### config.mk
export PLATFORM = sky130hd
export DESIGN_NAME = tve_register_bank
export DESIGN_NICKNAME = d
export VERILOG_FILES = /design/src/tve_pkg.sv /design/src/tve_register_bank.sv
export SDC_FILE = /design/constraint.sdc
export NUM_CORES = 1
export LEC_CHECK = 0
export ABC_AREA = 0
export BUFFER_PORTS_ARGS = -buffer_cell sky130_fd_sc_hd__buf_2
export CORE_ASPECT_RATIO = 1.4
export CORE_MARGIN = 4
export CORE_UTILIZATION = 49
export CTS_BUF_LIST = sky130_fd_sc_hd__clkbuf_8
export CTS_CLUSTER_SIZE = 24
export DETAILED_ROUTE_END_ITERATION = 7
export PLACE_DENSITY = 0.69
export SYNTH_ARGS = -nofsm -noshare
export SYNTH_HDL_FRONTEND = slang
export SYNTH_SLANG_ARGS = --single-unit
### constraint.sdc
create_clock -name mclk -period 4.1 [get_ports mclk]
set_clock_uncertainty 0.15 [all_clocks]
set_input_delay 0.41 -clock mclk [delete_from_list [all_inputs] [get_ports mclk]]
set_output_delay 0.41 -clock mclk [all_outputs]
set_load 0.02 [all_outputs]
### src/tve_pkg.sv
// Purpose: Shared constants and types of the video encoder register bank
// Assumes: Byte-level events come from a separate two-wire serial front end
// Notes: Offsets are register addresses; storage covers 00h..29h

// ****************************************
// Package
// ****************************************
package tve_pkg;

    // ****************************************
    // Register addresses
    // ****************************************
    localparam logic [5:0] A_DISPLAY_MODE = 6'h00;
    localparam logic [5:0] A_FLICKER = 6'h01;
    localparam logic [5:0] A_BANDWIDTH = 6'h03;
    localparam logic [5:0] A_INPUT_FORMAT = 6'h04;
    localparam logic [5:0] A_CLOCK_MODE = 6'h06;
    localparam logic [5:0] A_AV_DELAY = 6'h07;
    localparam logic [5:0] A_POS_OVERFLOW = 6'h08;
    localparam logic [5:0] A_BLACK_LEVEL = 6'h09;
    localparam logic [5:0] A_H_OFFSET = 6'h0a;
    localparam logic [5:0] A_V_OFFSET = 6'h0b;
    localparam logic [5:0] A_SYNC_POL = 6'h0d;
    localparam logic [5:0] A_POWER = 6'h0e;
    localparam logic [5:0] A_CONN_SENSE = 6'h10;
    localparam logic [5:0] A_CONTRAST = 6'h11;
    localparam logic [5:0] A_PLL_HIGH = 6'h13;
    localparam logic [5:0] A_PLL_FB = 6'h14;
    localparam logic [5:0] A_PLL_REF = 6'h15;
    localparam logic [5:0] A_CLK_OUT = 6'h17;
    localparam logic [5:0] A_SUBC_FIRST = 6'h18;
    localparam logic [5:0] A_SUBC_LAST = 6'h1f;
    localparam logic [5:0] A_PLL_MEM = 6'h20;
    localparam logic [5:0] A_CALC_CTRL = 6'h21;
    localparam logic [5:0] A_CALC_HI = 6'h22;
    localparam logic [5:0] A_CALC_MID = 6'h23;
    localparam logic [5:0] A_CALC_LO = 6'h24;
    localparam logic [5:0] A_VERSION = 6'h25;
    localparam logic [5:0] A_TEST_FIRST = 6'h26;
    localparam logic [5:0] A_TEST_1 = 6'h27;
    localparam logic [5:0] A_TEST_2 = 6'h28;
    localparam logic [5:0] A_TEST_LAST = 6'h29;
    localparam logic [5:0] A_POINTER = 6'h3f;
    localparam logic [5:0] A_READ_WRAP = 6'h2a;
    localparam logic [5:0] A_READ_START = 6'h00;
    localparam int MEM_DEPTH = 42;

    // ****************************************
    // Field positions
    // ****************************************
    localparam int POS_DELAY_MSB = 2;
    localparam int POS_HPOS_MSB = 1;
    localparam int POS_VPOS_MSB = 0;
    localparam int POS_FB_BIT8 = 0;
    localparam int POS_REF_LO = 1;
    localparam int POS_REF_HI = 2;
    localparam int POS_CALC_LO = 3;
    localparam int POS_CALC_HI = 4;
    localparam int POS_STEP_EN = 6;

    // ****************************************
    // Writable bit masks
    // ****************************************
    localparam logic [7:0] M_FULL = 8'hff;
    localparam logic [7:0] M_SIX = 8'h3f;
    localparam logic [7:0] M_INPUT = 8'h6f;
    localparam logic [7:0] M_THREE = 8'h07;
    localparam logic [7:0] M_FOUR = 8'h0f;
    localparam logic [7:0] M_FIVE = 8'h1f;
    localparam logic [7:0] M_ONE = 8'h01;

    // ****************************************
    // Reset values
    // ****************************************
    localparam logic [7:0] RST_DISPLAY_MODE = 8'h6a;
    localparam logic [7:0] RST_FLICKER = 8'h32;
    localparam logic [7:0] RST_POWER = 8'h08;
    localparam logic [7:0] RST_OTHER = 8'h00;
    localparam logic [5:0] RST_POINTER = 6'h00;

    // ****************************************
    // Types
    // ****************************************
    typedef struct packed {
        logic [5:0] ptr;
        logic step_en;
        logic first_read;
        logic [7:0] rd_byte;
        logic [MEM_DEPTH-1:0][7:0] mem;
    } tve_state_t;

    typedef struct packed {
        logic [7:0] display_mode_select;
        logic [5:0] flicker_filter_select;
        logic [7:0] video_bandwidth;
        logic [7:0] input_format;
        logic [7:0] clock_mode_select;
        logic [8:0] active_video_delay;
        logic [7:0] black_level;
        logic [8:0] horizontal_offset;
        logic [8:0] vertical_offset;
        logic hsync_polarity;
        logic vsync_polarity;
        logic sync_output_control;
        logic decode_select;
        logic [2:0] power_down_field;
        logic soft_reset_n;
        logic rgb_output_enable_a;
        logic sense_trigger;
        logic [2:0] contrast_boost;
        logic [8:0] pll_feedback_divider;
        logic [9:0] pll_reference_divider;
        logic [5:0] clock_output_select;
        logic [31:0] subcarrier_increment;
        logic [5:0] pll_memory_control;
        logic auto_increment_calc_enable;
        logic [1:0] calc_hysteresis;
        logic [29:0] test_reserved;
    } tve_cfg_t;

endpackage : tve_pkg

### src/tve_register_bank.sv
// Purpose: Register bank of a digital PC to TV encoder
// Assumes: Serial front end delivers address byte, data byte and read-load events
// Notes: One event per cycle is expected; address byte outranks write, write outranks read

`timescale 1ns/1ps

module tve_register_bank #(
    parameter logic [7:0] VERSION_ID = 8'h5a // Arbitrary value
) (
    // Clock and reset
    input wire logic mclk,
    input wire logic arst_n,
    // Serial front end events
    input wire logic rab_valid,
    input wire logic [7:0] rab_byte,
    input wire logic wr_valid,
    input wire logic [7:0] wr_byte,
    input wire logic rd_load,
    output logic [7:0] rd_byte,
    output logic [5:0] register_pointer,
    // Status from the analog and calculation sections
    input wire logic [2:0] sense_result,
    input wire logic [25:0] calc_increment_value,
    // Control fields towards the datapath
    output tve_pkg::tve_cfg_t cfg
);

    // ****************************************
    // Decode functions
    // ****************************************
    function automatic logic [7:0] write_mask(input logic [5:0] addr);
        logic [7:0] m;
        m = 8'h00;
        unique case (addr)
            tve_pkg::A_DISPLAY_MODE, tve_pkg::A_BANDWIDTH, tve_pkg::A_CLOCK_MODE,
            tve_pkg::A_AV_DELAY, tve_pkg::A_BLACK_LEVEL, tve_pkg::A_H_OFFSET,
            tve_pkg::A_V_OFFSET, tve_pkg::A_PLL_FB, tve_pkg::A_PLL_REF,
            tve_pkg::A_TEST_FIRST: m = tve_pkg::M_FULL;
            tve_pkg::A_FLICKER, tve_pkg::A_CLK_OUT, tve_pkg::A_PLL_MEM,
            tve_pkg::A_TEST_1: m = tve_pkg::M_SIX;
            tve_pkg::A_INPUT_FORMAT: m = tve_pkg::M_INPUT;
            tve_pkg::A_POS_OVERFLOW: m = tve_pkg::M_THREE;
            tve_pkg::A_CONTRAST: m = tve_pkg::M_THREE;
            tve_pkg::A_SYNC_POL: m = tve_pkg::M_FOUR;
            tve_pkg::A_POWER, tve_pkg::A_PLL_HIGH: m = tve_pkg::M_FIVE;
            // Detect results are driven by the sensing circuit
            tve_pkg::A_CONN_SENSE: m = tve_pkg::M_ONE;
            tve_pkg::A_CALC_CTRL: m = tve_pkg::M_THREE;
            tve_pkg::A_TEST_2, tve_pkg::A_TEST_LAST: m = tve_pkg::M_FULL;
            default:
            begin
                if (addr >= tve_pkg::A_SUBC_FIRST && addr <= tve_pkg::A_SUBC_LAST)
                begin
                    m = tve_pkg::M_FOUR;
                end
                else
                begin
                    m = 8'h00;
                end
            end
        endcase
        return m;
    endfunction : write_mask

    function automatic logic [7:0] read_value(
        input tve_pkg::tve_state_t s,
        input logic [5:0] addr,
        input logic [2:0] sense,
        input logic [25:0] calc
    );
        logic [7:0] v;
        v = 8'h00;
        if (addr == tve_pkg::A_POINTER)
        begin
            v = {2'b00, s.ptr};
        end
        else if (addr == tve_pkg::A_FLICKER)
        begin
            // Luma and text fields swap places on readback
            v = {s.mem[addr][7:4], s.mem[addr][1:0], s.mem[addr][3:2]};
        end
        else if (addr == tve_pkg::A_CONN_SENSE)
        begin
            v = {4'h0, sense, s.mem[addr][0]};
        end
        else if (addr == tve_pkg::A_CALC_CTRL)
        begin
            v = {3'b000, calc[25:24], s.mem[addr][2:0]};
        end
        else if (addr == tve_pkg::A_CALC_HI)
        begin
            v = calc[23:16];
        end
        else if (addr == tve_pkg::A_CALC_MID)
        begin
            v = calc[15:8];
        end
        else if (addr == tve_pkg::A_CALC_LO)
        begin
            v = calc[7:0];
        end
        else if (addr == tve_pkg::A_VERSION)
        begin
            v = VERSION_ID;
        end
        else if (addr < 6'(tve_pkg::MEM_DEPTH))
        begin
            v = s.mem[addr] & write_mask(addr);
        end
        return v;
    endfunction : read_value

    // ****************************************
    // State
    // ****************************************
    tve_pkg::tve_state_t st;
    tve_pkg::tve_state_t next_st;
    logic [5:0] rd_addr;

    always_comb
    begin
        next_st = st;
        rd_addr = st.ptr;
        if (rab_valid)
        begin
            next_st.ptr = rab_byte[5:0];
            next_st.step_en = rab_byte[tve_pkg::POS_STEP_EN];
            next_st.first_read = 1'b1;
        end
        else if (wr_valid)
        begin
            if (st.ptr == tve_pkg::A_POINTER)
            begin
                // Byte written at the pointer restarts the sequence
                next_st.ptr = wr_byte[5:0];
            end
            else
            begin
                if (st.ptr < 6'(tve_pkg::MEM_DEPTH))
                begin
                    next_st.mem[st.ptr] = (st.mem[st.ptr] & ~write_mask(st.ptr))
                        | (wr_byte & write_mask(st.ptr));
                end
                if (st.step_en)
                begin
                    next_st.ptr = st.ptr + 6'h01;
                end
            end
        end
        else if (rd_load)
        begin
            if (st.step_en && !st.first_read)
            begin
                rd_addr = (st.ptr >= tve_pkg::A_READ_WRAP) ? tve_pkg::A_READ_START
                    : st.ptr + 6'h01;
            end
            next_st.ptr = rd_addr;
            next_st.first_read = 1'b0;
            next_st.rd_byte = read_value(st, rd_addr, sense_result, calc_increment_value);
        end
    end

    always_ff @(posedge mclk or negedge arst_n)
    begin
        if (!arst_n)
        begin
            st <= '0;
            st.ptr <= tve_pkg::RST_POINTER;
            st.step_en <= 1'b0;
            st.first_read <= 1'b1;
            st.rd_byte <= tve_pkg::RST_OTHER;
            st.mem[tve_pkg::A_DISPLAY_MODE] <= tve_pkg::RST_DISPLAY_MODE;
            st.mem[tve_pkg::A_FLICKER] <= tve_pkg::RST_FLICKER;
            st.mem[tve_pkg::A_POWER] <= tve_pkg::RST_POWER;
        end
        else
        begin
            st <= next_st;
        end
    end

    // ****************************************
    // Outputs, straight from state flops
    // ****************************************
    assign rd_byte = st.rd_byte;
    assign register_pointer = st.ptr;

    always_comb
    begin
        cfg.display_mode_select = st.mem[tve_pkg::A_DISPLAY_MODE];
        cfg.flicker_filter_select = st.mem[tve_pkg::A_FLICKER][5:0];
        cfg.video_bandwidth = st.mem[tve_pkg::A_BANDWIDTH];
        cfg.input_format = st.mem[tve_pkg::A_INPUT_FORMAT];
        cfg.clock_mode_select = st.mem[tve_pkg::A_CLOCK_MODE];
        cfg.active_video_delay = {st.mem[tve_pkg::A_POS_OVERFLOW][tve_pkg::POS_DELAY_MSB],
            st.mem[tve_pkg::A_AV_DELAY]};
        cfg.black_level = st.mem[tve_pkg::A_BLACK_LEVEL];
        cfg.horizontal_offset = {st.mem[tve_pkg::A_POS_OVERFLOW][tve_pkg::POS_HPOS_MSB],
            st.mem[tve_pkg::A_H_OFFSET]};
        cfg.vertical_offset = {st.mem[tve_pkg::A_POS_OVERFLOW][tve_pkg::POS_VPOS_MSB],
            st.mem[tve_pkg::A_V_OFFSET]};
        cfg.hsync_polarity = st.mem[tve_pkg::A_SYNC_POL][0];
        cfg.vsync_polarity = st.mem[tve_pkg::A_SYNC_POL][1];
        cfg.sync_output_control = st.mem[tve_pkg::A_SYNC_POL][2];
        cfg.decode_select = st.mem[tve_pkg::A_SYNC_POL][3];
        cfg.power_down_field = st.mem[tve_pkg::A_POWER][2:0];
        cfg.soft_reset_n = st.mem[tve_pkg::A_POWER][3];
        cfg.rgb_output_enable_a = st.mem[tve_pkg::A_POWER][4];
        cfg.sense_trigger = st.mem[tve_pkg::A_CONN_SENSE][0];
        cfg.contrast_boost = st.mem[tve_pkg::A_CONTRAST][2:0];
        cfg.pll_feedback_divider = {st.mem[tve_pkg::A_PLL_HIGH][tve_pkg::POS_FB_BIT8],
            st.mem[tve_pkg::A_PLL_FB]};
        cfg.pll_reference_divider = {st.mem[tve_pkg::A_PLL_HIGH][tve_pkg::POS_REF_HI],
            st.mem[tve_pkg::A_PLL_HIGH][tve_pkg::POS_REF_LO],
            st.mem[tve_pkg::A_PLL_REF]};
        cfg.clock_output_select = st.mem[tve_pkg::A_CLK_OUT][5:0];
        for (int i = 0; i < 8; i++)
        begin
            // Most significant nibble lives at the lowest address
            cfg.subcarrier_increment[28 - 4 * i +: 4] =
                st.mem[int'(tve_pkg::A_SUBC_FIRST) + i][3:0];
        end
        cfg.pll_memory_control = st.mem[tve_pkg::A_PLL_MEM][5:0];
        cfg.auto_increment_calc_enable = st.mem[tve_pkg::A_CALC_CTRL][0];
        cfg.calc_hysteresis = st.mem[tve_pkg::A_CALC_CTRL][2:1];
        // Test bits are exposed but nothing in normal operation uses them
        cfg.test_reserved = {st.mem[tve_pkg::A_TEST_LAST], st.mem[tve_pkg::A_TEST_2],
            st.mem[tve_pkg::A_TEST_1][5:0], st.mem[tve_pkg::A_TEST_FIRST]};
    end

endmodule : tve_register_bank

==> results by stage, run 1 <==
Placement:
- At the end of routability-driven placement, the weighted congestion stood at 0.9986.
- Counting tap cells, the placed design contains a total of 2893 instances.
- The cell area after placement is 0.02325 mm².
- The number of input and output port buffers inserted is 244.
- Detailed placement ended at an HPWL of 63.68 mm.

Final layout:
- The sequential cells in the finished layout cover a total of 0.008830 mm².
- With fillers left out, the area of the finished cells amounts to 0.02451 mm².
- The number of nets at the end of the flow is 2402.
- The ratio of cells with drive above 1 in the final layout is 36.11%.
- Summing all multi-input logic gate instances after layout gives 0.01090 mm².
- The finished layout holds 3005 standard cells, fillers aside.
- The synthesis-to-finish area growth is 9.392%.
- The filler cells instantiated in the layout total 4129.

Worst hold path:
- The hold path startpoint is calc_increment_value[0].
- In this run the worst hold path is classified as in2reg.

Setup path:
- At the worst endpoint, the required time is 4.52 ns.
- The worst setup path is of the reg2reg kind.
- The worst setup path is launched from a register.
- The worst path arrival time is 4.46 ns.
- Tracing the worst setup path back leads to its startpoint at register_pointer[1]$_DFFE_PN0P_.
- The worst register-to-register path begins at register_pointer[1]$_DFFE_PN0P_.
- Of all nets on the critical path, the largest fanout is 12.
- The endpoint kind of the worst setup timing path is a register.

Floorplanning:
- The area enclosed by the die boundary is 0.04926 mm².
- Once the floorplan was initialized, standard cells occupied 49.66% of the core.
- 246 I/O pins were placed.
- The die is 261.0 µm tall.
- The row count is 92.
- The core region is 0.04512 mm².
- From left edge to right edge, the die measures 188.7 µm.

Routing:
- The overall via count from detail_route is 19.96k.
- For this run, design rule violations remaining after detail routing come to 0.
- The post-detailed-route via-to-cell ratio is 6.641.
- The first routing iteration left 2538 violations.
- The wire length reported by the detailed router is 89.24 mm.
- The total iterations of the first detailed-routing run is 7.
- The residual antenna-violating net count after detailed routing is 0.
- The wire length per cell is 29.70 µm.

STA:
- The final critical path takes up 98.67% of the cycle.
- The final sum of negative setup slack is 0 ns.
- At the pin with the least slew margin, the transition time is 1.257 ns.
- The clock period minus final worst setup slack is 4.045 ns.
- The count of endpoints failing hold in the final timing report was 0.
- Setup repair after global routing left no endpoint under its margin.
- Derived from the worst setup path, the maximum achievable clock frequency is 247.2 MHz.
- The final setup violation count is 0.
- The count of final max-slew check failures is 0.
- The worst slew slack as a fraction of its limit is 15.95%.

Yosys:
- The number of warnings reported in the yosys synthesis log is 0.
- After synthesis, flip-flops and latches occupy 39.36% of the total area.
- The flip-flop and latch count after synthesis is 352.
- Synthesis handed over a netlist of 2314 instances.
- The synthesized net count is 2368.
- The average footprint of a synthesized cell is 9.684 µm².
- In the synthesized netlist the async set-or-reset flop fraction comes to 100.0%.
- The predominant post-synthesis flop cell is dfrtp_1.
- In this run, distinct cell masters in the synthesized netlist total 98.
- Yosys mapped a number of flops with a built-in enable equal to 0.
- The post-synthesis instance area is 0.02241 mm².

Run:
- The number of max-cap violations is 0.

Clocking:
- Clock tree synthesis inserted a total of 55 buffers.
- The master cell of the clock root buffer is clkbuf_8.
- The clock transition at the registers of the reported paths is 0.06 ns.
- The longest clock path from root to sink contains 3 buffers.
- The total number of clock tree sinks is 352.
- For the worst-skew pair, the clock arrives at the later sink with an insertion delay of 0.65 ns.
- The CTS tree is built.
- In this run the number of H-tree levels came out at 2.
- The number of setup buffers added after CTS is 0.

Global route:
- The initial antenna violation count is 1.
- Global routing used 35.18% of the available tracks across all layers.
- The via count of the first global-routing pass was 19.60k.
- Entering global routing, the biggest net connects 118 pins.
- Summed over all layers, the global routing overflow is 0.
- The first global-routing pass estimated 131.6 mm of wire.

Pwr:
- The power density relative to cell area is 499.7 mW/mm².
- The worst voltage drop across the vdd grid is 283.9 µV.
- For this design the static power due to leakage is 0.01151 µW.

Outcome:
- The run finished with clean final reports.
[power breakdown]
group / switching (µW) / leakage [µW] / total (µW) / internal [µW]
logic: 3200 / 0.00602 / 4820 / 1620
registers: 459 / 0.00483 / 4280 / 3820
clock network: 1490 / 0.000667 / 3150 / 1660
total: 5150 / 0.0115 / 12300 / 7100
[layout make-up]
| type | instances | share of cell area, % |
|---|---|---|
| Tap cell | 611 | 3.119 |
| Inverter | 7 | 0.1072 |
| Antenna cell | 1 | 0.01021 |
| Sequential cell | 352 | 36.02 |
| Clock inverter | 32 | 0.8167 |
| Multi-Input combinational cell | 1521 | 44.47 |
| Clock buffer | 70 | 3.930 |
| Timing Repair Buffer | 411 | 11.52 |
[per-layer routing]
| metal | vias to the layer above | part of all wire (%) | track usage (%) |
|---|---|---|---|
| li1 | 8306 | - | - |
| met1 | 9965 | 39 | 45.90 |
| met2 | 1362 | 46 | 55.98 |
| met3 | 322 | 9.1 | 6.147 |
| met4 | 0 | 6.4 | 19.36 |
| met5 | - | 0 | 0 |
[layout by cell type (no fill, tap or decap), types with 21 or more instances in the layout]
cell and count:
buf_2 243, and3_1 43, o211ai_1 23, a22oi_1 78, mux2_2 305, a221oi_1 35, a31oi_1 40, nand3_1 70
nor3_1 21, buf_4 132, a21oi_1 87, a311oi_1 33, buf_12 25, a211oi_1 37, o21ai_0 51, clkbuf_8 70
mux2i_1 41, inv_1 25, dfrtp_1 339, nor2_1 81, nand2_1 331
[Yosys cell counts (11+ instances only)]
| cell type | n | area [µm²] |
|---|---|---|
| dfrtp_1 | 343 | 8583 |
| nand2_1 | 332 | 1246 |
| mux2_2 | 305 | 3435 |
| buf_4 | 226 | 1697 |
| clkbuf_1 | 111 | 416.7 |
| a21oi_1 | 88 | 440.4 |
| nor2_1 | 83 | 311.6 |
| a22oi_1 | 78 | 585.6 |
| nand3_1 | 70 | 350.3 |
| buf_2 | 69 | 345.3 |
| o21ai_0 | 54 | 270.3 |
| and3_1 | 43 | 269.0 |
| a31oi_1 | 41 | 256.5 |
| mux2i_1 | 41 | 410.4 |
| a211oi_1 | 37 | 277.8 |
| a221oi_1 | 35 | 306.5 |
| a311oi_1 | 33 | 289.0 |
| o211ai_1 | 23 | 172.7 |
| nor3_1 | 21 | 105.1 |
| o22ai_1 | 20 | 125.1 |
| a22o_1 | 19 | 166.4 |
| buf_6 | 19 | 214.0 |
| nand4_1 | 13 | 81.33 |
| nor2b_1 | 11 | 68.82 |
[path summary, 6_finish.rpt]
path                                           to  slack, ns  cells after the start
max                        rd_byte[4]$_DFFE_PN0P_       0.05                     14
min                        rd_byte[0]$_DFFE_PN0P_       0.04                      4
max reg2reg                rd_byte[4]$_DFFE_PN0P_       0.05                     14
min reg2reg                   st[133]$_DFFE_PN0P_       0.25                      0
max in group asynchronous    cfg[173]$_DFFE_PN1P_       2.44                      3
min in group asynchronous    cfg[125]$_DFFE_PN0P_       0.31                      2
[timing repair]
item,CTS,global route
endpoints found under the setup margin,0,1
hold endpoints to repair,117,0
hold buffers,9,0
resized for setup,0,3
[critical path: stages (launching register included)]
cell and delay [ns]:
dfrtp_2 0.56, buf_4 0.31, and3_1 0.46, buf_4 0.23, a41oi_1 0.16, a31oi_2 0.26
nand2_2 0.23, nor2_1 0.32, o21ai_0 0.24, nor3_1 0.39, buf_4 0.20, a21oi_1 0.06
a21oi_1 0.14, buf_4 0.14, o22a_1 0.12
[logic make-up after synthesis]
| logic type | share of synthesized area [%] |
|---|---|
| compound gates | 16.97 |
| xor+xnor | 0.03909 |
| fa+ha+maj | 0.2234 |
| buf+inv | 12.34 |
| flops | 39.36 |
| mux | 17.70 |
| simple gates | 13.37 |
[state kept, by name, summed over array words and instances (netlist names)]
register          count
cfg                 182
rd_byte               8
st                  156
register_pointer      6
[per-stage QoR]
step	utilization, %	setup WS, ns	total power [µW]	hold slack [ns]
after floorplan	-	0.5963	7211	-0.03559
after global placement	51.53	0.1773	8923	0.2273
after detailed placement	51.53	0.1588	8985	0.2366
after CTS	54.30	0.1302	12150	0.02227
after global routing	54.32	0.02954	12660	0.06610
final	54.32	0.05462	12250	0.04046
No activity file was read; power rests on OpenSTA's default activity.
==> run 2: changes to the inputs <==
--- a/config.mk
+++ b/config.mk
@@ -14,6 +14,7 @@
 export CTS_CLUSTER_SIZE = 24
 export DETAILED_ROUTE_END_ITERATION = 7
 export PLACE_DENSITY = 0.69
+export SETUP_SLACK_MARGIN = 0.4
 export SYNTH_ARGS = -nofsm -noshare
 export SYNTH_HDL_FRONTEND = slang
 export SYNTH_SLANG_ARGS = --single-unit
==> run 2 against run 1 <==
  * Register-to-register slack improved by 0.20 ns
  * Critical path type unchanged
  * Critical path depth fell by 3
  * Non-clock buffer count rose by 7
  * Final cell count rose by 0.23%
  * Power rose by 0.58%
  * Critical endpoint is now rd_byte[0]$_DFFE_PN0P_
  * Maximum frequency is 5.1% higher
  * Combinational power increased by 1%
  * Highest routed layer unchanged
  * Global-route usage increased by 0.16 points
==> results by stage, run 2 (synthesized netlist as in run 1, its figures left out) <==
Clocking:
- The clock transition at the registers of the reported paths is 0.06 ns (about the same).
- The maximum root-to-sink buffer count is 3 (unchanged).
- The deepest level of the CTS H-tree came to 2 (unchanged).
- The CTS tree is built (unchanged).
- The total CTS buffers is 55 (unchanged).
- The master cell of the clock root buffer was clkbuf_8 (unchanged).
- The total number of clock tree sinks is 352 (unchanged).
- The worst-skew pair later-pin latency is 0.65 ns (about the same).

Floorplanning:
- The row count is 92 (unchanged).
- The floorplan die width is 188.7 µm (unchanged).
- The number of top-level design ports came to 246 (unchanged).
- The effective utilization at floorplan is 49.66% (unchanged).
- The area inside the core boundary was 0.04512 mm² (unchanged).
- The die boundary height came to 261.0 µm (unchanged).
- The area enclosed by the die boundary was 0.04926 mm² (unchanged).

Placement:
- The number of input and output port buffers inserted came to 244 (unchanged).
- The placement-stage worst setup slack is 0.1588 ns (unchanged).
- The detailed-placement wirelength estimate is 63.68 mm (unchanged).
- The number of cells in the design after placement is 2893 (unchanged).
- The routability-driven placement congestion ratio is 0.9986 (unchanged).

Worst hold path:
- The type of the worst min-delay path is in2reg (unchanged).

Pwr:
- The static leakage power is 0.01159 µW (was 0.01151 µW).
- The power density relative to cell area came to 499.1 mW/mm² (was 499.7 mW/mm²).
- The worst voltage drop across the vdd grid was 287.5 µV (was 283.9 µV).

STA:
- The post-route fraction of the period consumed by the critical path is 93.86% (was 98.67%).
- The worst-case hold slack is 0.04533 ns (was 0.04046 ns).
- The final sum of negative setup slack was 0 ns (unchanged).
- The maximum frequency from static timing analysis is 259.9 MHz (was 247.2 MHz).
- The worst slew slack as a fraction of its limit is 17.27% (was 15.95%).
- The final setup violation count came to 0 (unchanged).
- Setup repair after global routing missed its margin: yes (was no).
- The count of final max-slew check failures is 0 (unchanged).
- The post-layout worst setup margin is 0.2518 ns (was 0.05462 ns).
- The clock period minus final worst setup slack is 3.848 ns (was 4.045 ns).
- The count of endpoints failing hold in the final timing report is 0 (unchanged).
- The slew at the pin closest to its max-slew limit is 1.237 ns (was 1.257 ns).

Global route:
- The global-route wire length before repair is 131.9 mm (was 131.6 mm).
- The aggregate global-route resource usage is 35.34% (was 35.18%).
- The total grt overflow is 0 (unchanged).
- The initial antenna violation count is 1 (unchanged).
- The pin count of the biggest net entering global routing is 118 (unchanged).
- The via count of the first global-routing pass is 19.70k (was 19.60k).

Routing:
- The detailed route wirelength on metal2 is 41.08 mm (was 40.97 mm).
- The wire length reported by the detailed router was 89.55 mm (was 89.24 mm).
- The top layer used by detailed routing is met4 (unchanged).
- The number of design-rule violations left by the first detailed-router iteration is 2398 (was 2538).
- The residual antenna-violating net count after detailed routing is 0 (unchanged).
- The overall via count from detail_route is 19.94k (was 19.96k).
- The wire length per cell was 29.73 µm (was 29.70 µm).
- The sum of routed wire segments on met1 is 34.15 mm (was 34.49 mm).
- The residual DRC count came to 0 (unchanged).
- The total iterations of the first detailed-routing run is 6 (was 7).
- The total length of routed met3 wires is 8.336 mm (was 8.089 mm).
- The post-detailed-route via-to-cell ratio is 6.620 (was 6.641).

Setup path:
- The required time reported for the critical path endpoint is 4.46 ns (was 4.52 ns).
- The endpoint kind of the worst setup timing path is a register (unchanged).
- The cell with the largest stage delay on the worst path is nor3_1 (was dfrtp_2).
- The delay of the slowest cell on the worst path is 0.78 ns (was 0.56 ns).
- The maximum fanout along the worst path is 25 (was 12).
- The critical path launch point type is a register (unchanged).
- The worst path arrival time is 4.21 ns (was 4.46 ns).
- List of cells traversed by the critical path: buf_12, and4bb_2, and2_1, a221oi_1, o21ai_0, and3_1, nor3_1, o311ai_2, o21ai_1, a31oi_1, o22a_1 (was buf_4, and3_1, buf_4, a41oi_1, a31oi_2, nand2_2, nor2_1, o21ai_0, nor3_1, buf_4, a21oi_1, a21oi_1, buf_4, o22a_1).
- The type of the setup path with the least slack is reg2reg (unchanged).

Final layout:
- The share of the core filled with cells is 54.71% (was 54.32%).
- The number of nets at the end of the flow is 2409 (was 2402).
- Most used cells in the layout excluding fill and tap cells: 339 x dfrtp_1, 331 x nand2_1, 305 x mux2_2, 243 x buf_2, 136 x buf_4 (was 339 x dfrtp_1, 331 x nand2_1, 305 x mux2_2, 243 x buf_2, 132 x buf_4).
- The total of fill cells in the finished design is 4123 (was 4129).
- The post-layout instance count excluding filler cells is 3012 (was 3005).
- The synthesis-to-finish area growth is 10.16% (was 9.392%).
- The sequential cell area in the final layout came to 0.008830 mm² (unchanged).
- The total area of multi-input combinational cells is 0.01097 mm² (was 0.01090 mm²).
- The ratio of cells with drive above 1 in the final layout is 36.75% (was 36.11%).
- The number of flip-flops in the largest register was 182 (unchanged).
- The most common cell after layout, fill and taps aside was dfrtp_1 (unchanged).

Run:
- The number of max-cap violations came to 0 (unchanged).

Outcome:
- Result of the run: finished clean (unchanged).
[run 2: report_power, final]
part | internal [µW] | switching [µW]
clock | 1660 | 1490
sequential | 3820 | 454
combinational | 1670 | 3230
total | 7150 | 5170
[run 2: path summary, 6_finish.rpt]
check / slack (ns) / depth (start not counted) / from / endpoint
max reg2reg: 0.25 / 11 / register_pointer[5]$_DFFE_PN0P_ / rd_byte[0]$_DFFE_PN0P_
max: 0.25 / 11 / register_pointer[5]$_DFFE_PN0P_ / rd_byte[0]$_DFFE_PN0P_
min in group asynchronous: 0.31 / 2 / arst_n / cfg[125]$_DFFE_PN0P_
min: 0.05 / 4 / calc_increment_value[0] / rd_byte[0]$_DFFE_PN0P_
max in group asynchronous: 2.42 / 3 / arst_n / cfg[173]$_DFFE_PN1P_
min reg2reg: 0.25 / 0 / st[254]$_DFFE_PN0P_ / st[254]$_DFFE_PN0P_
[run 2: worst max-delay path: cells and delay by family (launching register included)]
kind	cells	cell delay [ns]
AND/OR/NAND/NOR	4	1.65
AO/OA/AOI/OAI	6	1.19
flip-flops	1	0.49
buffers and inverters	1	0.22
[run 2: timing repair]
action | 4_1_cts | 5_1_grt
hold buffers | 9 | 0
gates resized for setup | 8 | 12
endpoints found under the setup margin | 152 | 192
pin swaps | 2 | 1
gates cloned | 1 | 0
hold endpoints to repair | 117 | 0
setup buffers | 4 | 2
[run 2: per-layer routing]
layer  vias up  track usage (%)
met1      9971            45.48
met2      1313            55.81
met4         0            20.53
met3       338            6.987
li1       8318                -
met5         -                0
[run 2: final cells by class]
class	count	share of cell area [%]
Tap cell	611	3.097
Multi-Input combinational cell	1521	44.45
Clock inverter	32	0.8110
Antenna cell	1	0.01014
Sequential cell	352	35.77
Inverter	7	0.1064
Clock buffer	70	3.903
Timing Repair Buffer	418	11.85
[run 2: stage by stage]
stage	total power (µW)	area [µm²]
final	12320	24680
after global routing	12740	24680
after CTS	12210	24590
after detailed placement	8985	23250
after global placement	8923	23250
after floorplan	7211	22410
